===== src/inc/bei_pkg.sv =====
// shared constants for the bus interface error handler
package bei_pkg;

	////////////////////////////////////////////////////////////////////////////////
	// error bit positions in both logs and both masks
	localparam int NUM_ERR        = 20;
	localparam int E_ADDR_PAR     = 0;
	localparam int E_CTRL_PAR     = 1;
	localparam int E_ILL_ADTYPE   = 2;
	localparam int E_L2_FLOW_TO   = 3;
	localparam int E_ARB_TO       = 4;
	localparam int E_REP_FATAL4   = 5;
	localparam int E_REP_FATAL5   = 6;
	localparam int E_DPAR_DMA_WR  = 7;
	localparam int E_DPAR_RD_RET  = 8;
	localparam int E_DPAR_OTHER   = 9;
	localparam int E_REP_UE_WR    = 10;
	localparam int E_ILL_CMD      = 11;
	localparam int E_UNSUP_CMD    = 12;
	localparam int E_NONEX_WR     = 13;
	localparam int E_NONEX_RD     = 14;
	localparam int E_TRANS_TO     = 15;
	localparam int E_UNMAP_WR     = 16;
	localparam int E_RD_ERR_CYC   = 17;
	localparam int E_UNEXP_DATA   = 18;
	localparam int E_IRQ_ACK_TO   = 19;

	// severity class and which errors capture the whole address group
	localparam logic [NUM_ERR-1:0] FATAL_MASK    = 20'h0001F;
	localparam logic [NUM_ERR-1:0] AD_GROUP_MASK = 20'h77F87;

	////////////////////////////////////////////////////////////////////////////////
	// register byte offsets
	localparam logic [7:0] A_ERR_LOG   = 8'h00;
	localparam logic [7:0] A_OVF_LOG   = 8'h04;
	localparam logic [7:0] A_LOG_ENB   = 8'h08;
	localparam logic [7:0] A_SIG_ENB   = 8'h0C;
	localparam logic [7:0] A_LOG_ADDR  = 8'h10;
	localparam logic [7:0] A_LOG_DATA0 = 8'h14;
	localparam logic [7:0] A_LOG_DATA1 = 8'h18;
	localparam logic [7:0] A_LOG_CTRL  = 8'h1C;
	localparam logic [7:0] A_PARITY    = 8'h20;
	localparam logic [7:0] A_LOG_ARB   = 8'h24;
	localparam logic [7:0] A_LOG_NACK  = 8'h28;
	localparam logic [7:0] A_ARB_LIMIT = 8'h2C;
	localparam logic [7:0] A_STATUS    = 8'h30;

	// reset values
	localparam logic [NUM_ERR-1:0] LOG_ENB_RST = 20'hFFFFF;
	localparam logic [NUM_ERR-1:0] SIG_ENB_RST = 20'h00000;
	localparam logic [15:0]        ARB_LIMIT_RST = 16'hFFFF;

	////////////////////////////////////////////////////////////////////////////////
	// fatal indication protocol
	localparam int FATAL_BURST_LEN = 4;
	localparam int CTRL_PAR_DELAY  = 2;
	localparam int NUM_REP_PORTS   = 2;

endpackage : bei_pkg


===== src/core/bei_timeout_ctr.sv =====
// arbitration timeout counter
`timescale 1ns/1ns
module bei_timeout_ctr #(
	parameter int W = 16
) (
	// clock and reset
	input  wire logic         clk,
	input  wire logic         rst,
	// transaction status
	input  wire logic         pending,
	input  wire logic         issued,
	input  wire logic [W-1:0] limit,
	// result
	output logic              timeout
);

	logic [W-1:0] count;
	logic [W-1:0] next_count;
	logic         next_timeout;

	////////////////////////////////////////////////////////////////////////////////
	always_comb begin
		next_count   = count;
		next_timeout = 1'b0;
		if (issued) begin
			next_count = '0;
		end else if (pending) begin
			if (count == limit) begin
				next_timeout = 1'b1;
				next_count   = '0;
			end else begin
				next_count = count + W'(1);
			end
		end
	end

	always_ff @(posedge clk or posedge rst) begin
		if (rst) begin
			count   <= '0;
			timeout <= 1'b0;
		end else begin
			count   <= next_count;
			timeout <= next_timeout;
		end
	end

endmodule : bei_timeout_ctr


===== src/core/bei_fatal_link.sv =====
// fatal indication command: sends a burst, watches the other ports for one
`timescale 1ns/1ns
module bei_fatal_link (
	// clock and reset
	input  wire logic                               clk,
	input  wire logic                               rst,
	// local request
	input  wire logic                               send,
	// fatal_indication_command seen from each reporting bus_port
	input  wire logic [bei_pkg::NUM_REP_PORTS-1:0]  port_cmd_seen,
	// outputs
	output logic                                    fatal_indication_command,
	output logic [bei_pkg::NUM_REP_PORTS-1:0]       port_fatal
);

	typedef enum logic [0:0] {BEI_IDLE, BEI_DRIVE} bei_burst_e;

	localparam logic [2:0] BURST_LAST = 3'(bei_pkg::FATAL_BURST_LEN - 1);
	localparam logic [2:0] SEEN_FULL  = 3'(bei_pkg::FATAL_BURST_LEN);

	bei_burst_e state;
	bei_burst_e next_state;
	logic [2:0] beat;
	logic [2:0] next_beat;
	logic       next_cmd;

	////////////////////////////////////////////////////////////////////////////////
	// four consecutive cycles of the command form the fatal_indication_burst
	always_comb begin
		next_state = state;
		next_beat  = beat;
		next_cmd   = 1'b0;
		unique case (state)
			BEI_IDLE: begin
				if (send) begin
					next_state = BEI_DRIVE;
					next_beat  = '0;
					next_cmd   = 1'b1;
				end
			end
			BEI_DRIVE: begin
				if (beat == BURST_LAST) begin
					next_state = BEI_IDLE;
				end else begin
					next_beat = beat + 3'h1;
					next_cmd  = 1'b1;
				end
			end
		endcase
	end

	always_ff @(posedge clk or posedge rst) begin
		if (rst) begin
			state                    <= BEI_IDLE;
			beat                     <= '0;
			fatal_indication_command <= 1'b0;
		end else begin
			state                    <= next_state;
			beat                     <= next_beat;
			fatal_indication_command <= next_cmd;
		end
	end

	////////////////////////////////////////////////////////////////////////////////
	// per port run-length detector; one pulse per burst
	genvar p;
	generate
		for (p = 0; p < bei_pkg::NUM_REP_PORTS; p++) begin : g_port
			logic [2:0] run;
			logic [2:0] next_run;
			logic       next_hit;
			always_comb begin
				next_run = '0;
				next_hit = 1'b0;
				if (port_cmd_seen[p]) begin
					next_run = (run == SEEN_FULL) ? run : run + 3'h1;
					next_hit = (run == BURST_LAST);
				end
			end
			always_ff @(posedge clk or posedge rst) begin
				if (rst) begin
					run           <= '0;
					port_fatal[p] <= 1'b0;
				end else begin
					run           <= next_run;
					port_fatal[p] <= next_hit;
				end
			end
		end
	endgenerate

endmodule : bei_fatal_link


===== src/core/bei_error_handler.sv =====
// bus interface error classification, logging and signalling
`timescale 1ns/1ns
module bei_error_handler #(
	parameter int ARB_W = 16
) (
	// clock and reset
	input  wire logic        clk,
	input  wire logic        rst,
	// apb slave
	input  wire logic        psel,
	input  wire logic        penable,
	input  wire logic        pwrite,
	input  wire logic [7:0]  paddr,
	input  wire logic [31:0] pwdata,
	output logic [31:0]      prdata,
	output logic             pready,
	output logic             pslverr,
	// detector events, one-cycle pulses
	input  wire logic        addr_par_err,
	input  wire logic        upper_par_err_indet,
	input  wire logic        ill_adtype_err,
	input  wire logic        l2_flow_timeout,
	input  wire logic        dpar_dma_wr_err,
	input  wire logic        dpar_rd_ret_err,
	input  wire logic        dpar_other_err,
	input  wire logic        rep_ue_wr_err,
	input  wire logic        ill_cmd_err,
	input  wire logic        unsup_cmd_err,
	input  wire logic        nonex_wr_err,
	input  wire logic        nonex_rd_err,
	input  wire logic        trans_timeout,
	input  wire logic        unmap_wr_err,
	input  wire logic        rd_err_cycle,
	input  wire logic        unexp_data_err,
	input  wire logic        irq_ack_timeout,
	// bus observation
	input  wire logic [7:0]  bus_ctrl,
	input  wire logic        bus_ctrl_par,
	input  wire logic [31:0] bus_addr,
	input  wire logic [31:0] bus_data0,
	input  wire logic [31:0] bus_data1,
	input  wire logic [3:0]  address_data_parity,
	input  wire logic [1:0]  port_cmd_seen,
	// arbitration
	input  wire logic        txn_pending,
	input  wire logic        txn_issued,
	// indications
	output logic             poison_data,
	output logic             error_return,
	output logic             unmapped_err_cycle,
	output logic             async_intr,
	output logic             fatal_indication_command
);

	localparam int N = bei_pkg::NUM_ERR;

	logic [N-1:0]     error_log, next_error_log;
	logic [N-1:0]     overflow_error_log, next_overflow_error_log;
	logic [N-1:0]     log_enb, next_log_enb;
	logic [N-1:0]     sig_enb, next_sig_enb;
	logic [31:0]      log_addr, next_log_addr;
	logic [31:0]      log_data0, next_log_data0;
	logic [31:0]      log_data1, next_log_data1;
	logic [7:0]       log_ctrl, next_log_ctrl;
	logic [3:0]       parity_log, next_parity_log;
	logic [31:0]      log_arb, next_log_arb;
	logic [31:0]      log_nack, next_log_nack;
	logic [ARB_W-1:0] arb_limit, next_arb_limit;
	logic [31:0]      next_prdata;
	logic             next_pready, next_pslverr;
	logic             next_poison, next_err_ret, next_unmap, next_intr, send_fatal;

	logic [7:0]   ctrl_d1, ctrl_d2;
	logic [1:0]   par_vld;
	logic         ctrl_par_err;
	logic         arb_timeout;
	logic [1:0]   port_fatal;
	logic [N-1:0] raw, ev, fatal_ev, to_log, sig, clr_log, clr_ovf;
	logic         held_any, held_fatal, first, first_fatal;
	logic [4:0]   pick;
	logic         wr_acc;

	function automatic logic [4:0] lowest(input logic [N-1:0] v);
		logic [4:0] idx;
		idx = '0;
		for (int i = N - 1; i >= 0; i--) begin
			if (v[i]) begin
				idx = 5'(i);
			end
		end
		return idx;
	endfunction : lowest

	////////////////////////////////////////////////////////////////////////////////
	// helpers
	bei_timeout_ctr #(.W(ARB_W)) u_arb (
		.clk     (clk),
		.rst     (rst),
		.pending (txn_pending),
		.issued  (txn_issued),
		.limit   (arb_limit),
		.timeout (arb_timeout)
	);

	bei_fatal_link u_fatal (
		.clk                      (clk),
		.rst                      (rst),
		.send                     (send_fatal),
		.port_cmd_seen            (port_cmd_seen),
		.fatal_indication_command (fatal_indication_command),
		.port_fatal               (port_fatal)
	);

	// control parity pipeline; par_vld masks the check until two samples exist
	always_ff @(posedge clk or posedge rst) begin
		if (rst) begin
			ctrl_d1 <= '0;
			ctrl_d2 <= '0;
			par_vld <= '0;
		end else begin
			ctrl_d1 <= bus_ctrl;
			ctrl_d2 <= ctrl_d1;
			par_vld <= {par_vld[0], 1'b1};
		end
	end

	assign ctrl_par_err = par_vld[1] && (bus_ctrl_par != ^ctrl_d2);

	////////////////////////////////////////////////////////////////////////////////
	// classification
	always_comb begin
		raw = '0;
		raw[bei_pkg::E_ADDR_PAR]    = addr_par_err | upper_par_err_indet;
		raw[bei_pkg::E_CTRL_PAR]    = ctrl_par_err;
		raw[bei_pkg::E_ILL_ADTYPE]  = ill_adtype_err;
		raw[bei_pkg::E_L2_FLOW_TO]  = l2_flow_timeout;
		raw[bei_pkg::E_ARB_TO]      = arb_timeout;
		raw[bei_pkg::E_REP_FATAL4]  = port_fatal[0];
		raw[bei_pkg::E_REP_FATAL5]  = port_fatal[1];
		raw[bei_pkg::E_DPAR_DMA_WR] = dpar_dma_wr_err;
		raw[bei_pkg::E_DPAR_RD_RET] = dpar_rd_ret_err;
		raw[bei_pkg::E_DPAR_OTHER]  = dpar_other_err;
		raw[bei_pkg::E_REP_UE_WR]   = rep_ue_wr_err;
		raw[bei_pkg::E_ILL_CMD]     = ill_cmd_err;
		raw[bei_pkg::E_UNSUP_CMD]   = unsup_cmd_err;
		raw[bei_pkg::E_NONEX_WR]    = nonex_wr_err;
		raw[bei_pkg::E_NONEX_RD]    = nonex_rd_err;
		raw[bei_pkg::E_TRANS_TO]    = trans_timeout;
		raw[bei_pkg::E_UNMAP_WR]    = unmap_wr_err;
		raw[bei_pkg::E_RD_ERR_CYC]  = rd_err_cycle;
		raw[bei_pkg::E_UNEXP_DATA]  = unexp_data_err;
		raw[bei_pkg::E_IRQ_ACK_TO]  = irq_ack_timeout;
	end

	assign ev         = raw & log_enb;
	assign fatal_ev   = ev & bei_pkg::FATAL_MASK;
	assign held_any   = |error_log;
	assign held_fatal = |(error_log & bei_pkg::FATAL_MASK);
	assign sig        = ev & sig_enb;
	assign wr_acc     = psel && penable && pready && pwrite;

	// a fatal error may still enter the log over an uncorrectable one
	always_comb begin
		first       = 1'b0;
		first_fatal = 1'b0;
		pick        = '0;
		to_log      = '0;
		if (!held_any && ev != '0) begin
			first  = 1'b1;
			pick   = (fatal_ev != '0) ? lowest(fatal_ev) : lowest(ev);
			to_log = N'(1) << pick;
		end else if (held_any && !held_fatal && fatal_ev != '0) begin
			first_fatal = 1'b1;
			pick        = lowest(fatal_ev);
			to_log      = N'(1) << pick;
		end
	end

	////////////////////////////////////////////////////////////////////////////////
	// logs and detail capture; a set in the same cycle beats a software clear
	always_comb begin
		clr_log = (wr_acc && paddr == bei_pkg::A_ERR_LOG) ? pwdata[N-1:0] : '0;
		clr_ovf = (wr_acc && paddr == bei_pkg::A_OVF_LOG) ? pwdata[N-1:0] : '0;
		next_error_log          = (error_log & ~clr_log) | to_log;
		next_overflow_error_log = (overflow_error_log & ~clr_ovf) | (ev & ~to_log);
		next_log_addr   = log_addr;
		next_log_data0  = log_data0;
		next_log_data1  = log_data1;
		next_log_ctrl   = log_ctrl;
		next_parity_log = parity_log;
		next_log_arb    = log_arb;
		next_log_nack   = log_nack;
		if (first && bei_pkg::AD_GROUP_MASK[pick]) begin
			next_log_addr   = bus_addr;
			next_log_data0  = bus_data0;
			next_log_data1  = bus_data1;
			next_log_ctrl   = bus_ctrl;
			next_parity_log = address_data_parity;
		end
		if (first_fatal) begin
			unique case (pick)
				5'(bei_pkg::E_ADDR_PAR): begin
					next_log_data0 = bus_data0;
					next_log_data1 = bus_data1;
					next_log_ctrl  = bus_ctrl;
				end
				5'(bei_pkg::E_CTRL_PAR): begin
					next_parity_log = address_data_parity;
				end
				5'(bei_pkg::E_ILL_ADTYPE): begin
					next_log_ctrl = bus_ctrl;
				end
				default: begin
				end
			endcase
		end
		if ((first || first_fatal) && pick == 5'(bei_pkg::E_ARB_TO)) begin
			next_log_arb = bus_addr;
		end
		if (first && pick == 5'(bei_pkg::E_IRQ_ACK_TO)) begin
			next_log_nack = bus_addr;
		end
	end

	////////////////////////////////////////////////////////////////////////////////
	// indications
	always_comb begin
		next_poison  = ev[bei_pkg::E_DPAR_DMA_WR] | ev[bei_pkg::E_REP_UE_WR];
		next_err_ret = ev[bei_pkg::E_DPAR_RD_RET]
			| ev[bei_pkg::E_TRANS_TO]
			| ev[bei_pkg::E_RD_ERR_CYC];
		next_unmap   = ev[bei_pkg::E_NONEX_RD];
		next_intr    = |(sig & ~bei_pkg::FATAL_MASK);
		send_fatal   = |(sig & bei_pkg::FATAL_MASK);
	end

	always_ff @(posedge clk or posedge rst) begin
		if (rst) begin
			poison_data        <= 1'b0;
			error_return       <= 1'b0;
			unmapped_err_cycle <= 1'b0;
			async_intr         <= 1'b0;
		end else begin
			poison_data        <= next_poison;
			error_return       <= next_err_ret;
			unmapped_err_cycle <= next_unmap;
			async_intr         <= next_intr;
		end
	end

	////////////////////////////////////////////////////////////////////////////////
	// apb: one wait-free access phase, read data registered in the setup cycle
	always_comb begin
		next_pready    = psel && !penable && !pready;
		next_pslverr   = 1'b0;
		next_prdata    = prdata;
		next_log_enb   = log_enb;
		next_sig_enb   = sig_enb;
		next_arb_limit = arb_limit;
		if (psel && !penable) begin
			next_prdata = '0;
			unique case (paddr)
				bei_pkg::A_ERR_LOG:   next_prdata[N-1:0] = error_log;
				bei_pkg::A_OVF_LOG:   next_prdata[N-1:0] = overflow_error_log;
				bei_pkg::A_LOG_ENB:   next_prdata[N-1:0] = log_enb;
				bei_pkg::A_SIG_ENB:   next_prdata[N-1:0] = sig_enb;
				bei_pkg::A_LOG_ADDR:  next_prdata = log_addr;
				bei_pkg::A_LOG_DATA0: next_prdata = log_data0;
				bei_pkg::A_LOG_DATA1: next_prdata = log_data1;
				bei_pkg::A_LOG_CTRL:  next_prdata[7:0] = log_ctrl;
				bei_pkg::A_PARITY:    next_prdata[3:0] = parity_log;
				bei_pkg::A_LOG_ARB:   next_prdata = log_arb;
				bei_pkg::A_LOG_NACK:  next_prdata = log_nack;
				bei_pkg::A_ARB_LIMIT: next_prdata[ARB_W-1:0] = arb_limit;
				bei_pkg::A_STATUS:    next_prdata[2:0] =
					{fatal_indication_command, held_fatal, held_any};
				default:              next_pslverr = 1'b1;
			endcase
		end
		if (wr_acc) begin
			unique case (paddr)
				bei_pkg::A_LOG_ENB:   next_log_enb   = pwdata[N-1:0];
				bei_pkg::A_SIG_ENB:   next_sig_enb   = pwdata[N-1:0];
				bei_pkg::A_ARB_LIMIT: next_arb_limit = pwdata[ARB_W-1:0];
				default: begin
				end
			endcase
		end
	end

	always_ff @(posedge clk or posedge rst) begin
		if (rst) begin
			error_log          <= '0;
			overflow_error_log <= '0;
			log_enb            <= bei_pkg::LOG_ENB_RST;
			sig_enb            <= bei_pkg::SIG_ENB_RST;
			log_addr           <= '0;
			log_data0          <= '0;
			log_data1          <= '0;
			log_ctrl           <= '0;
			parity_log         <= '0;
			log_arb            <= '0;
			log_nack           <= '0;
			arb_limit          <= ARB_W'(bei_pkg::ARB_LIMIT_RST);
			prdata             <= '0;
			pready             <= 1'b0;
			pslverr            <= 1'b0;
		end else begin
			error_log          <= next_error_log;
			overflow_error_log <= next_overflow_error_log;
			log_enb            <= next_log_enb;
			sig_enb            <= next_sig_enb;
			log_addr           <= next_log_addr;
			log_data0          <= next_log_data0;
			log_data1          <= next_log_data1;
			log_ctrl           <= next_log_ctrl;
			parity_log         <= next_parity_log;
			log_arb            <= next_log_arb;
			log_nack           <= next_log_nack;
			arb_limit          <= next_arb_limit;
			prdata             <= next_prdata;
			pready             <= next_pready;
			pslverr            <= next_pslverr;
		end
	end

endmodule : bei_error_handler


===== config.mk =====
export PLATFORM = sky130hd
export DESIGN_NAME = bei_error_handler
export DESIGN_NICKNAME = d
export VERILOG_FILES = /design/src/inc/bei_pkg.sv /design/src/core/bei_timeout_ctr.sv /design/src/core/bei_fatal_link.sv /design/src/core/bei_error_handler.sv
export SDC_FILE = /design/constraint.sdc
export NUM_CORES = 1
export LEC_CHECK = 0
export BUFFER_PORTS_ARGS = -buffer_cell sky130_fd_sc_hd__buf_2
export CORE_ASPECT_RATIO = 0.6
export CORE_MARGIN = 4
export CORE_UTILIZATION = 62
export DETAILED_ROUTE_END_ITERATION = 10
export PLACE_DENSITY = 0.87
export SLEW_MARGIN = 30
export SYNTH_ARGS = -nofsm -noshare
export SYNTH_HDL_FRONTEND = slang
export SYNTH_SLANG_ARGS = --single-unit

===== constraint.sdc =====
create_clock -name clk -period 36.7 [get_ports clk]
set_input_delay 7.34 -clock clk [delete_from_list [all_inputs] [get_ports clk]]
set_output_delay 7.34 -clock clk [all_outputs]
set_load 0.03 [all_outputs]

## Word-level counts from Yosys, hierarchy flattened

Memories as Yosys holds them, arrays and structs flattened.
Index checks and enable logic that the tools add are counted.
W data, S select, Z words.

| storage, ports and cells | value |
|---|---|
| flip-flop bits (word level) | 353 |
| latch bits | 0 |
| RAM bits | 0 |
| memory bits (read-only) | 32 |
| output and inout bits | 39 |
| word-level logic and storage cells | 193 |
| memories kept | 1 |

| operators by class | value |
|---|---|
| add/sub/neg operators | 4 |
| multiply operators | 0 |
| div/mod/pow operators | 0 |
| order comparisons | 1 |
| eq/ne operators | 27 |
| shifts and indexed selects | 2 |
| multiplexer cells | 78 |
| bitwise logic cells | 15 |
| reduce and logical (&&, ||, !) cells | 35 |

Memories:

| memory | depth | bits a word | read ports | clocked after Yosys merged registers in | wr ports | RTL line | text |
|---|---|---|---|---|---|---|---|
| (no name shown) | 32 | 1 | 1 | 0 | 0 | bei_error_handler.sv:193 | `if (first && bei_pkg::AD_GROUP_MASK[pick]) begin` |

Operator list:

| cell | number |
|---|---|
| $mux W32 | 6 |
| $mux W5 | 31 |
| $and A20 B20 Y20 | 5 |
| $mux W20 | 4 |
| $pmux W8 S10 | 1 |
| $not A20 Y20 | 3 |
| $pmux W12 S5 | 1 |
| $mux W16 | 3 |
| $pmux W4 S11 | 1 |
| $eq A8 B6 Y1 const B | 5 |
| $or A20 B20 Y20 | 2 |
| $reduce_bool A20 Y1 | 2 |
| $shl A1 B5 Y20 const A | 2 |
| $pmux W3 S13 | 1 |
| $pmux W4 S9 | 1 |
| $eq A8 B5 Y1 const B | 4 |
| $mux W8 | 3 |
| $mux W3 | 7 |
| $reduce_or A20 Y1 | 1 |
| $add A16 B1 Y16 const B | 1 |
| $eq A16 B16 Y1 | 1 |
| $eq A8 B4 Y1 const B | 2 |
| $reduce_or A15 Y1 | 1 |
| $logic_and A1 B1 Y1 | 14 |
| 28 further kinds | 60 |

## Longest topological paths before layout

Gate-level depths: netlist of the first run.

| depth | value |
|---|---|
| depth in word-level cells | 33 |
| gate-level depth with buffers | 11 |
| depth with buffers taken out | 8 |

## By module

A second synthesis of the first run with hierarchy kept.

| second synthesis, totals | value |
|---|---|
| cell total of the unflattened synthesis | 1,318 |
| area total of the unflattened synthesis | 16,158.0 um2 |

By module, submodules not included:

| module | instances | cells each | area an instance (um2) | seq. area each (um2) |
|---|---|---|---|---|
| bei_error_handler | 1 | 1,138 | 14,371.3 | 8,152.8 |
| bei_timeout_ctr | 1 | 123 | 1,163.6 | 425.4 |
| bei_fatal_link | 1 | 57 | 623.1 | 300.3 |

## Worst setup path before layout of the first run

No wires, ideal clock.

| timing | value |
|---|---|
| kind | input-to-reg |
| from | in bus_ctrl_par |
| to | reg log_data0[0] |
| arrival time | 9.737 ns |
| data required time | 36.575 ns |
| path slack | 26.838 ns |
| stages on the path | 11 |
| path buffers | 3 |
| cell sequence | xnor2_1 -> xnor3_2 -> mux2i_4 -> and3_1 -> buf_2 -> a22o_1 -> a211o_1 -> a31o_2 -> buf_6 -> buf_6 -> mux2_4 |

| on the way | value |
|---|---|
| word-level cells in the longest chain between the ends | 15 |

Ends and longest elaborated chain:

| what | RTL line | text |
|---|---|---|
| start, declared | bei_error_handler.sv:38 | `input wire logic bus_ctrl_par,` |
| $ne A1 B1 Y1 * | bei_error_handler.sv:127 | `assign ctrl_par_err = par_vld[1] && (bus_ctrl_par != ^ctrl_d2);` |
| $logic_and A1 B1 Y1 * | bei_error_handler.sv:127 |  |
| $and A20 B20 Y20 * | bei_error_handler.sv:155 | `assign ev = raw & log_enb;` |
| $mux W5 (2 in series) | bei_error_handler.sv:87 | `if (v[i]) begin` |
| $mux W5 | bei_error_handler.sv:172 | `end else if (held_any && !held_fatal && fatal_ev != '0) begin` |
| $mux W5 | bei_error_handler.sv:168 | `if (!held_any && ev != '0) begin` |
| $mux W5 | bei_error_handler.sv:172 |  |
| $mux W5 | bei_error_handler.sv:168 |  |
| $mem_v2 Z32 W1 | n/a |  |
| $mux W1 (implied by the code) | bei_error_handler.sv:193 |  |
| $logic_and A1 B1 Y1 | bei_error_handler.sv:193 |  |
| $mux W32 | bei_error_handler.sv:193 |  |
| $mux W32 | bei_error_handler.sv:201 | `unique case (pick)` |
| $mux W32 * | bei_error_handler.sv:200 | `if (first_fatal) begin` |
| net next_log_data0[0] | bei_error_handler.sv:62 | `logic [31:0] log_data0, next_log_data0;` |
| end signal, assigned | bei_error_handler.sv:314 | `log_data0 <= next_log_data0;` |
| end, declared | bei_error_handler.sv:62 |  |

The timed path passes the listed nets; every way through them passes the cells marked *. The select of a mux whose other input is x is not followed.
A chain may end at the register's enable or synchronous reset.

## Worst setup path after layout of the first run

| timing | value |
|---|---|
| from | in upper_par_err_indet |
| to | reg log_data1[31] |

| on the way | value |
|---|---|
| word-level cells in the longest chain between the ends | 13 |

Ends and longest elaborated chain:

| what | RTL line | text |
|---|---|---|
| start, declared | bei_error_handler.sv:20 | `input wire logic upper_par_err_indet,` |
| $or A1 B1 Y1 * | bei_error_handler.sv:133 | `raw[bei_pkg::E_ADDR_PAR] = addr_par_err \| upper_par_err_indet;` |
| $and A20 B20 Y20 * | bei_error_handler.sv:155 |  |
| $mux W5 | bei_error_handler.sv:87 |  |
| $mux W5 | bei_error_handler.sv:172 |  |
| $mux W5 | bei_error_handler.sv:168 |  |
| $mux W5 | bei_error_handler.sv:172 |  |
| $mux W5 | bei_error_handler.sv:168 |  |
| $mem_v2 Z32 W1 | n/a |  |
| $mux W1 (implied by the code) | bei_error_handler.sv:193 |  |
| $logic_and A1 B1 Y1 | bei_error_handler.sv:193 |  |
| $mux W32 | bei_error_handler.sv:193 |  |
| $mux W32 | bei_error_handler.sv:201 |  |
| $mux W32 * | bei_error_handler.sv:200 |  |
| net next_log_data1[31] | bei_error_handler.sv:63 | `logic [31:0] log_data1, next_log_data1;` |
| end signal, assigned | bei_error_handler.sv:315 | `log_data1 <= next_log_data1;` |
| end, declared | bei_error_handler.sv:63 |  |

Marked as above.

==> load_flow_metrics.sql, run 1 <==
INSERT INTO impl_metrics (metric_group, metric, value, unit) VALUES
('yosys', 'syn-cell-area', '16160', 'um2'),
('yosys', 'synth_cell_types', '66', ''),
('cts', 'cts.htree.levels', '2', ''),
('drt', 'avgRoutedWirePerCell', '26.28', 'um'),
('placement', 'place_hpwl', '34610', 'um'),
('power', 'vdd_drop_max', '0.02895', 'mV'),
('timing', 'timing.final.crit_share', '0.2918', ''),
('drt', 'via_count', '12640', ''),
('yosys', 'synth.top_cells.by_area', 'dfrtp_1 (49%), mux2_2 (12%), dfstp_2 (5.9%)', ''),
('floorplanning', 'die_height', '133.1', 'um'),
('drt', 'detail_route.vias_per_cell', '6.684', ''),
('yosys', 'yosysWarningCount', '0', ''),
('placement', 'dpl_cell_area', '17540', 'um2'),
('power', 'leakage_dissipation', '9.031', 'nW'),
('critical_path', 'crit_required', '37.12', 'ns'),
('yosys', 'synth_enable_flop_cells', '0', ''),
('critical_path', 'timing.critical_path.from_type', 'primary input', ''),
('critical_path', 'worst-r2r-setup-slack', '32.38', 'ns'),
('cts', 'worstSkewPairLatency', '0.54', 'ns'),
('floorplanning', 'fp.dieW', '216.4', 'um'),
('drt', 'routed_wirelength', '49690', 'um'),
('timing', 'finalHoldWorstSlack', '0.3481', 'ns'),
('timing', 'max_slew_violation_count', '0', ''),
('drt', 'drtPass1Iterations', '6', ''),
('floorplanning', 'initial_core_util', '0.6350', ''),
('global_route', 'gr-usage-all-layers', '0.3430', ''),
('cts', 'postCtsSetupRepairBufs', '0', ''),
('timing', 'final.setup.tns', '0', 'ns'),
('yosys', 'synth_fp_nets', '1494', ''),
('drt', 'drtIter0Drc', '1716', ''),
('timing', 'timing.final.ws_setup', '25.99', 'ns'),
('placement', 'place_ws', '25.57', 'ns'),
('critical_path', 'path_max_fanout', '51', ''),
('yosys', 'yosysSeqAreaShare', '0.5494', ''),
('critical_path', 'worstRegToRegCells', '9', ''),
('cts', 'clock_path_buffers', '3', ''),
('yosys', 'synth.most_common_cell', 'dfrtp_1', ''),
('cells_and_area', 'area.growth.synth_to_final', '16.59', '%'),
('critical_path', 'timing.rr.start', 'error_log[9]$_DFF_PP0_', ''),
('yosys', 'avgSynthCellArea', '12.34', 'um2'),
('floorplanning', 'placeableCoreArea', '25450', 'um2'),
('power', 'power_density_relative_to_cell_area', '45.04', 'nW/um2'),
('drt', 'drcViolationCount', '0', ''),
('cells_and_area', 'num-nets-final', '1694', ''),
('cts', 'cts_resized', '0', ''),
('cts', 'clock_sinks', '353', ''),
('critical_path', 'regToRegEndpoint', 'log_data1[31]$_DFF_PP0_', ''),
('cells_and_area', 'post_route_cells_drive_above_1_share', '0.3704', ''),
('timing', 'grt_setup_unrepaired', 'false', ''),
('critical_path', 'worstSetupEndpointType', 'flop', ''),
('global_route', 'grt_pass1_wl', '75380', 'um'),
('timing', 'max_freq', '93.39', 'MHz'),
('yosys', 'synth_top_area_share', '0.4909', ''),
('global_route', 'maximum_number_of_pins_on_one_net_before_global_route_repair', '140', ''),
('status', 'outcome', 'finished, final reports clean', ''),
('yosys', 'synth_top_cells_by_count', 'dfrtp_1 (317), mux2_2 (173), nand2_1 (138)', ''),
('yosys', 'asyncSetResetFlopFracSynth', '1.000', ''),
('floorplanning', 'placement_rows', '45', ''),
('global_route', 'grt_antenna_before_repair', '4', ''),
('min_path', 'holdCritStartpoint', 'ctrl_d1[3]$_DFF_PP0_', ''),
('timing', 'slew-limit-headroom', '0.2792', ''),
('cts', 'post_cts_hold_buffer_count', '0', ''),
('cells_and_area', 'finish.utilization', '0.7403', ''),
('yosys', 'synth-main-ff-cell', 'dfrtp_1', ''),
('global_route', 'first_global_vias', '12840', ''),
('yosys', 'netlist.top_cell.by_area', 'dfrtp_1', ''),
('timing', 'clock_skew', '0.01500', 'ns'),
('cts', 'cts_inserted_buffers', '34', ''),
('critical_path', 'setup.worst_path.class', 'primary input to flop', ''),
('critical_path', 'worstPathArrival', '11.13', 'ns'),
('timing', 'finalSetupViolations', '0', '');
-- cells by family after synthesis --
family                   share of synthesized area
flip-flops                                  0.5494
AND/OR/NAND/NOR                            0.08881
AO/OA/AOI/OAI                               0.1213
multiplexers                                0.1905
buffers and inverters                      0.02145
XOR/XNOR                                   0.02137
adder cells (fa/ha/maj)                   0.006969
other                                    0.0002321
-- power by group --
| part | switching (mW) | leakage [nW] | internal [mW] | total (mW) |
|---|---|---|---|---|
| clock network | 0.156 | 0.613 | 0.236 | 0.392 |
| logic | 0.0330 | 3.79 | 0.0193 | 0.0524 |
| registers | 0.00614 | 4.63 | 0.398 | 0.404 |
| total | 0.195 | 9.03 | 0.653 | 0.848 |
-- flip-flops by register name, indices dropped and copies added, names as in the netlist, 8 cells and up --
signal	cells
log_addr	32
log_arb	32
log_data0	32
log_data1	32
log_nack	32
prdata	32
error_log	20
log_enb	20
overflow_error_log	20
sig_enb	20
arb_limit	16
u_arb.count	16
ctrl_d1	8
ctrl_d2	8
log_ctrl	8
-- area by class of cell --
cell class / count / area (um2)
Antenna cell: 3 / 7.507
Clock buffer: 49 / 1051
Clock inverter: 13 / 202.7
Fill cell: 1688 / 6610
Inverter: 16 / 72.57
Multi-Input combinational cell: 882 / 6999
Sequential cell: 353 / 8879
Tap cell: 352 / 440.4
Timing Repair Buffer: 223 / 1187
-- per-layer routing --
metal | GRT usage | up-vias | wire length, um
li1 | - | 5291 | -
met1 | 0.4823 | 6290 | 19820
met2 | 0.5056 | 877 | 21560
met3 | 0.1088 | 177 | 6273
met4 | 0.1286 | 4 | 2014
met5 | 0 | - | 21
-- critical path, stage by stage --
cell and delay [ns]:
buf_2 0.11, o21ai_1 0.53, nand2_1 0.23, or4_1 0.54, a21oi_1 0.35, xnor2_1 0.10
nand3_1 0.19, a31o_4 0.43, buf_4 0.85, mux2_2 0.42
-- placed cells by master (no fill, tap or decap), types with 8 or more instances in the layout --
cell type	synthesis	layout
a21o_1	21	21
a21oi_1	22	22
a221oi_1	16	16
a222oi_1	41	41
a22o_1	19	19
a22oi_1	35	35
a31oi_1	25	25
and2_1	8	8
buf_2	10	201
buf_4	0	20
clkbuf_16	0	37
clkbuf_8	0	8
dfrtp_1	317	317
dfstp_2	36	36
ha_1	9	9
inv_1	16	15
mux2_2	173	173
mux2_4	61	61
mux2i_1	18	18
nand2_1	138	138
nand3_1	37	37
nand4_1	13	13
nor2_1	73	69
nor3_1	13	9
nor4_1	8	8
o211ai_1	8	8
o21ai_0	41	41
xnor2_1	8	8
xor2_1	26	26
-- how the worst min path moves through the flow --
stage	slack, ns	to	cells past startpoint
6_report	0.35	ctrl_d2[3]$_DFF_PP0_	0
5_1_grt	0.36	ctrl_d2[2]$_DFF_PP0_	0
4_1_cts	0.35	ctrl_d2[3]$_DFF_PP0_	0
3_3_place_gp	0.33	ctrl_d2[2]$_DFF_PP0_	0
3_5_place_dp	0.33	ctrl_d2[3]$_DFF_PP0_	0
2_1_floorplan	0.33	ctrl_d2[0]$_DFF_PP0_	0
-- per-stage QoR --
stage               instances  power [mW]
floorplan                1310      0.4380
global placement         1825      0.4595
detailed placement       1825      0.4626
CTS                      1887      0.8489
global route             1890      0.8725
finish                   1891      0.8485
Power figures use the tool's default switching activity.
==> run 2, diff against run 1 <==
--- a/config.mk
+++ b/config.mk
@@ -8,9 +8,9 @@
 export BUFFER_PORTS_ARGS = -buffer_cell sky130_fd_sc_hd__buf_2
 export CORE_ASPECT_RATIO = 0.6
 export CORE_MARGIN = 4
-export CORE_UTILIZATION = 62
+export CORE_UTILIZATION = 52
 export DETAILED_ROUTE_END_ITERATION = 10
-export PLACE_DENSITY = 0.87
+export PLACE_DENSITY = 0.78
 export SLEW_MARGIN = 30
 export SYNTH_ARGS = -nofsm -noshare
 export SYNTH_HDL_FRONTEND = slang
==> constraint.sdc (replaced) <==
create_clock -name clk -period 9.1 [get_ports clk]
set_input_delay 1.82 -clock clk [delete_from_list [all_inputs] [get_ports clk]]
set_output_delay 1.82 -clock clk [all_outputs]
set_load 0.03 [all_outputs]
==> run 2 against run 1 <==
Via count shrank 2.1%. Combinational power grew to 3.9 times the previous value. Sequential power grew to 4.0 times the previous value. Global-route usage shrank 5.7 points. Worst hold slack lost 0.00076 ns. Final cell count grew 2.9%. Setup slack lost 22 ns. Wire length shrank 0.22%. Clock power grew to 3.8 times the previous value. Clock-buffer cell count grew 1.
==> load_flow_metrics.sql, run 2 (synthesis gave the netlist of run 1 again) <==
INSERT INTO impl_metrics (metric_group, metric, value, unit) VALUES
('critical_path', 'worstPathArrival', '5.62', 'ns'),
('job', 'max_cap_viol_count', '0', ''),
('critical_path', 'crit_required', '9.50', 'ns'),
('timing', 'slew-limit-headroom', '0.3114', ''),
('placement', 'place_ws', '3.425', 'ns'),
('drt', 'detail_route.vias_per_cell', '6.359', ''),
('cells_and_area', 'fillers', '2407', ''),
('drt', 'via_count', '12370', ''),
('cells_and_area', 'most_frequent_standard_cell_in_the_layout_excluding_fill_and_tap_cells', 'dfrtp_1', ''),
('critical_path', 'timing.critical_path.from_type', 'primary input', ''),
('timing', 'max_freq', '191.6', 'MHz'),
('global_route', 'grt_pass1_wl', '74260', 'um'),
('drt', 'drtIter0Drc', '1930', ''),
('floorplanning', 'ios', '214', ''),
('placement', 'port-buffer-count', '201', ''),
('timing', 'clock_skew', '0.02865', 'ns'),
('drt', 'drtPass1Iterations', '6', ''),
('timing', 'timing.final.hold_violations', '0', ''),
('floorplanning', 'die_height', '144.5', 'um'),
('floorplanning', 'placeableCoreArea', '30290', 'um2'),
('cts', 'clock_transition_at_the_register_clock_pins_on_the_worst_setup_and_hold_paths_after_cts', '0.06', 'ns'),
('cts', 'clock_path_buffers', '3', ''),
('timing', 'timing.final.ws_setup', '3.882', 'ns'),
('cells_and_area', 'area.growth.synth_to_final', '16.17', '%'),
('global_route', 'overflow', '0', ''),
('placement', 'place_inst', '1884', ''),
('floorplanning', 'fp.dieW', '235.6', 'um'),
('timing', 'finalSetupViolations', '0', ''),
('timing', 'worst_pin_slew', '1.030', 'ns'),
('min_path', 'worstHoldPathType', 'flop to flop', ''),
('floorplanning', 'die_area', '34050', 'um2'),
('timing', 'timing.final.crit_share', '0.5735', ''),
('placement', 'dpl_cell_area', '17640', 'um2'),
('critical_path', 'path_max_fanout', '49', ''),
('cells_and_area', 'most-common-layout-cells', 'dfrtp_1 (317), buf_2 (201), mux2_2 (173), nand2_1 (138), nor2_1 (69)', ''),
('global_route', 'first_global_vias', '12230', ''),
('timing', 'max_slew_violation_count', '0', ''),
('critical_path', 'setup.worst_path.class', 'primary input to flop', ''),
('floorplanning', 'initial_core_util', '0.5335', ''),
('cells_and_area', 'finish.utilization', '0.6198', ''),
('cts', 'post_cts_hold_buffer_count', '0', ''),
('power', 'vdd_drop_max', '0.1016', 'mV'),
('placement', 'routabilityCongestion', '0.9758', ''),
('cts', 'cts_inserted_buffers', '34', ''),
('power', 'power_density_relative_to_cell_area', '175.9', 'nW/um2'),
('global_route', 'grt_antenna_before_repair', '5', ''),
('drt', 'avgRoutedWirePerCell', '25.48', 'um'),
('cts', 'cts.htree.levels', '2', ''),
('global_route', 'maximum_number_of_pins_on_one_net_before_global_route_repair', '86', ''),
('cts', 'clock_sinks', '353', ''),
('cells_and_area', 'multiInputGateArea', '6995', 'um2'),
('cts', 'postCtsSetupRepairBufs', '0', ''),
('drt', 'detail-route-antenna-nets', '0', ''),
('drt', 'drcViolationCount', '0', ''),
('cts', 'cell_at_the_root_of_the_clock_tree', 'clkbuf_16', ''),
('global_route', 'gr-usage-all-layers', '0.2856', ''),
('status', 'outcome', 'finished, final reports clean', ''),
('timing', 'final.setup.tns', '0', 'ns'),
('placement', 'place_hpwl', '35100', 'um'),
('cells_and_area', 'post_route_cells_drive_above_1_share', '0.3685', ''),
('cells_and_area', 'final-instance-count-excl-fill', '1946', ''),
('floorplanning', 'placement_rows', '49', ''),
('cts', 'worstSkewPairLatency', '0.54', 'ns'),
('drt', 'routed_wirelength', '49580', 'um'),
('power', 'total_power', '3.301', 'mW'),
('cts', 'tritoncts', 'done', ''),
('cells_and_area', 'num-nets-final', '1696', ''),
('timing', 'grt_setup_unrepaired', 'false', ''),
('power', 'leakage_dissipation', '8.946', 'nW'),
('timing', 'finalCriticalPeriod', '5.218', 'ns'),
('cts', 'cts_resized', '0', ''),
('critical_path', 'worstSetupEndpointType', 'flop', ''),
('timing', 'finalHoldWorstSlack', '0.3473', 'ns'),
('cells_and_area', 'layout.cell_area.non_filler', '18770', 'um2'),
('cells_and_area', 'sequential_cell_area', '8879', 'um2');
==> run 2: cell types whose count changed in the layout (fill, tap and decap cells not counted), sizes merged <==
cell	previous run	this run
diode	3	2
buf	223	225
clkbuf	49	50
bufinv	5	2
==> run 2: path summary, 6_finish.rpt <==
kind	startpoint	to	slack (ns)	cells after the start
max in group asynchronous	rst	log_data0[14]$_DFF_PP0_	6.11	4
min reg2reg	ctrl_d1[1]$_DFF_PP0_	ctrl_d2[1]$_DFF_PP0_	0.35	0
min	ctrl_d1[1]$_DFF_PP0_	ctrl_d2[1]$_DFF_PP0_	0.35	0
min in group asynchronous	rst	sig_enb[1]$_DFFE_PP0P_	1.24	2
max reg2reg	error_log[9]$_DFF_PP0_	log_data0[31]$_DFF_PP0_	4.60	9
max	upper_par_err_indet	log_data0[31]$_DFF_PP0_	3.88	10
==> run 2: area by class of cell <==
class | count | share of cell area
Antenna cell | 2 | 0.0002666
Clock buffer | 50 | 0.05392
Clock inverter | 10 | 0.006065
Inverter | 16 | 0.003399
Multi-Input combinational cell | 882 | 0.3726
Sequential cell | 353 | 0.4729
Tap cell | 408 | 0.02719
Timing Repair Buffer | 225 | 0.06358
==> run 2: worst max-delay path: stages <==
cell and delay [ns]:
buf_2 0.11, o21ai_1 0.45, nand2_1 0.22, or4_1 0.54, a21oi_1 0.41, xnor2_1 0.11
nand3_1 0.23, a31o_4 0.47, buf_4 0.81, mux2_2 0.41
==> run 2: per-layer routing <==
metal  wire [um]  GRT usage
met5          49          0
met4        1442    0.07965
met3        5698    0.07871
met2       21160     0.4193
met1       21230     0.4214
==> run 2: power breakdown <==
group	switching, mW	leakage (nW)	internal (mW)	total, mW
sequential	0.0242	4.63	1.61	1.63
clock	0.632	0.554	0.833	1.47
combinational	0.129	3.77	0.0768	0.206
total	0.786	8.95	2.52	3.30
==> run 3, diff against run 2 <==
==> constraint.sdc (replaced) <==
create_clock -name clk -period 4.3 [get_ports clk]
set_input_delay 0.86 -clock clk [delete_from_list [all_inputs] [get_ports clk]]
set_output_delay 0.86 -clock clk [all_outputs]
set_load 0.03 [all_outputs]
==> run 3 against run 2 <==
Combinational power is 120% higher. Die area stayed put. Critical path type is now flop to flop. Total power is 110% higher. Largest cell class unchanged. Flip-flop and latch count stayed put. Cell area is 1.2% higher. Setup slack worse by 3.3 ns. Clock power is 110% higher.
==> load_flow_metrics.sql, run 3 (synthesis gave the netlist of run 1 again) <==
INSERT INTO impl_metrics (metric_group, metric, value, unit) VALUES
('drt', 'avgRoutedWirePerCell', '25.22', 'um'),
('floorplanning', 'die_area', '34050', 'um2'),
('critical_path', 'setup.worst_path.class', 'flop to flop', ''),
('cts', 'worstSkewPairLatency', '0.53', 'ns'),
('global_route', 'overflow', '0', ''),
('drt', 'drtIter0Drc', '1609', ''),
('cts', 'clock_sinks', '353', ''),
('drt', 'via_count', '12430', ''),
('cts', 'clock_transition_at_the_register_clock_pins_on_the_worst_setup_and_hold_paths_after_cts', '0.07', 'ns'),
('cells_and_area', 'most-common-layout-cells', 'dfrtp_1 (317), buf_2 (201), mux2_2 (173), nand2_1 (138), nor2_1 (69)', ''),
('cts', 'cts_resized', '0', ''),
('min_path', 'worstHoldPathCells', '0', ''),
('cts', 'tritoncts', 'done', ''),
('placement', 'port-buffer-count', '201', ''),
('critical_path', 'regToRegEndpoint', 'log_data0[11]$_DFF_PP0_', ''),
('placement', 'place_hpwl', '35810', 'um'),
('power', 'leakage_dissipation', '9.054', 'nW'),
('floorplanning', 'ios', '214', ''),
('cts', 'cts_inserted_buffers', '34', ''),
('timing', 'max_freq', '268.3', 'MHz'),
('critical_path', 'timing.rr.start', 'error_log[9]$_DFF_PP0_', ''),
('critical_path', 'timing.critical_path.from_type', 'flop', ''),
('placement', 'routabilityCongestion', '1.001', ''),
('global_route', 'use_met1', '0.4255', ''),
('cells_and_area', 'area.growth.synth_to_final', '17.60', '%'),
('cells_and_area', 'fillers', '2316', ''),
('timing', 'clock_skew', '0.01681', 'ns'),
('global_route', 'grt_pass1_wl', '75330', 'um'),
('floorplanning', 'fp.dieW', '235.6', 'um'),
('floorplanning', 'placement_rows', '49', ''),
('drt', 'detail_route.vias_per_cell', '6.339', ''),
('floorplanning', 'initial_core_util', '0.5335', ''),
('critical_path', 'worstSetupEndpointType', 'flop', ''),
('global_route', 'first_global_vias', '12430', ''),
('timing', 'finalSetupViolations', '0', ''),
('cells_and_area', 'num-nets-final', '1709', ''),
('global_route', 'maximum_number_of_pins_on_one_net_before_global_route_repair', '131', ''),
('drt', 'drcViolationCount', '0', ''),
('critical_path', 'crit_required', '4.71', 'ns'),
('critical_path', 'cp-startpoint', 'error_log[9]$_DFF_PP0_', ''),
('status', 'outcome', 'finished, final reports clean', ''),
('timing', 'worst_pin_slew', '0.8517', 'ns'),
('cts', 'cts.htree.levels', '2', ''),
('drt', 'drtPass1Iterations', '6', ''),
('timing', 'finalHoldWorstSlack', '0.3498', 'ns'),
('floorplanning', 'die_height', '144.5', 'um'),
('power', 'power_density_relative_to_cell_area', '369.6', 'nW/um2'),
('critical_path', 'worst-r2r-setup-slack', '0.57', 'ns'),
('timing', 'max_slew_violation_count', '0', ''),
('drt', 'detail-route-antenna-nets', '0', ''),
('critical_path', 'worstRegToRegCells', '9', ''),
('global_route', 'gr-usage-all-layers', '0.2879', ''),
('job', 'max_cap_viol_count', '0', ''),
('global_route', 'grtUsageMet3', '0.06594', ''),
('critical_path', 'worstPathArrival', '4.14', 'ns'),
('timing', 'grt_setup_unrepaired', 'false', ''),
('timing', 'slew-limit-headroom', '0.4316', ''),
('cts', 'postCtsSetupRepairBufs', '0', ''),
('cts', 'post_cts_hold_buffer_count', '0', ''),
('min_path', 'worstHoldPathType', 'flop to flop', ''),
('floorplanning', 'placeableCoreArea', '30290', 'um2'),
('timing', 'timing.final.ws_setup', '0.5728', 'ns'),
('timing', 'timing.final.hold_violations', '0', ''),
('drt', 'routed_wirelength', '49430', 'um'),
('min_path', 'holdCritStartpoint', 'ctrl_d1[2]$_DFF_PP0_', ''),
('cells_and_area', 'most_frequent_standard_cell_in_the_layout_excluding_fill_and_tap_cells', 'dfrtp_1', ''),
('timing', 'finalCriticalPeriod', '3.727', 'ns'),
('cells_and_area', 'post_route_cells_drive_above_1_share', '0.3742', ''),
('global_route', 'busiest_layer', 'met2', ''),
('critical_path', 'path_max_fanout', '26', ''),
('global_route', 'grt_antenna_before_repair', '3', ''),
('cts', 'clock_path_buffers', '3', ''),
('min_path', 'min_delay_worst_endpoint', 'ctrl_d2[2]$_DFF_PP0_', ''),
('power', 'vdd_drop_max', '0.2884', 'mV'),
('timing', 'timing.final.crit_share', '0.8668', ''),
('cts', 'cell_at_the_root_of_the_clock_tree', 'clkbuf_16', ''),
('placement', 'place_ws', '0.3359', 'ns'),
('global_route', 'global_route.usage.met2', '0.4298', '');
run 3: changes by cell type in the layout (fill, tap and decap cells not counted):
cell       previous run  this run
clkinv_2              4         3
bufinv_16             2         3
buf_6                 2         0
nand3_2               0         1
buf_12                0         9
clkbuf_8              8         7
o21bai_2              0         1
clkbuf_1              7         8
o21bai_1              1         0
nand3_4               1         0
buf_4                22        28
clkinv_8              0         1
run 3: cell type report:
class / instances / area [um2] / area share
Sequential cell: 353 / 8879 / 0.4672
Multi-Input combinational cell: 882 / 6992 / 0.3679
Timing Repair Buffer: 238 / 1396 / 0.07348
Clock buffer: 50 / 1002 / 0.05274
Tap cell: 408 / 510.5 / 0.02686
Clock inverter: 11 / 155.1 / 0.008164
Inverter: 16 / 63.81 / 0.003358
Antenna cell: 2 / 5.005 / 0.0002634
run 3: metrics by stage:
step	std cells	util	total power, mW	area, um2	setup TNS (ns)
final	1960	0.6274	7.023	19000	0
after detailed placement	1897	0.5889	3.957	17840	0
after global routing	1958	0.6273	7.264	19000	0
after global placement	1897	0.5889	3.928	17830	0
after floorplan	1310	-	3.740	16160	-399.10
after CTS	1958	0.6272	7.063	18990	0
run 3: worst max-delay path: stages (launching register included):
cell     delay (ns)
dfrtp_1        0.41
nor4_1         0.54
nand4_1        0.41
nor2_1         0.45
and4_1         0.39
xnor2_1        0.11
nand3_1        0.20
a31o_4         0.44
buf_12         0.28
mux2_4         0.32
run 3: worst max-delay path by stage:
stage                               to  slack, ns
6_report       log_data0[11]$_DFF_PP0_       0.57
5_1_grt         log_data1[0]$_DFF_PP0_       0.35
4_1_cts        log_data0[11]$_DFF_PP0_       0.71
3_5_place_dp   log_data0[12]$_DFF_PP0_       0.34
3_3_place_gp   log_data0[10]$_DFF_PP0_       0.36
2_1_floorplan     async_intr$_DFF_PP0_      -1.26
run 3: per-layer routing:
| layer | share of wire | routed length, um |
|---|---|---|
| met5 | 0.00071 | 35 |
| met4 | 0.029 | 1423 |
| met3 | 0.10 | 4969 |
| met2 | 0.44 | 21560 |
| met1 | 0.43 | 21440 |
run 3: power breakdown:
group / leakage, nW / switching (mW) / internal, mW
logic: 3.86 / 0.281 / 0.166
registers: 4.63 / 0.0491 / 3.40
clock network: 0.565 / 1.31 / 1.81
total: 9.05 / 1.64 / 5.38
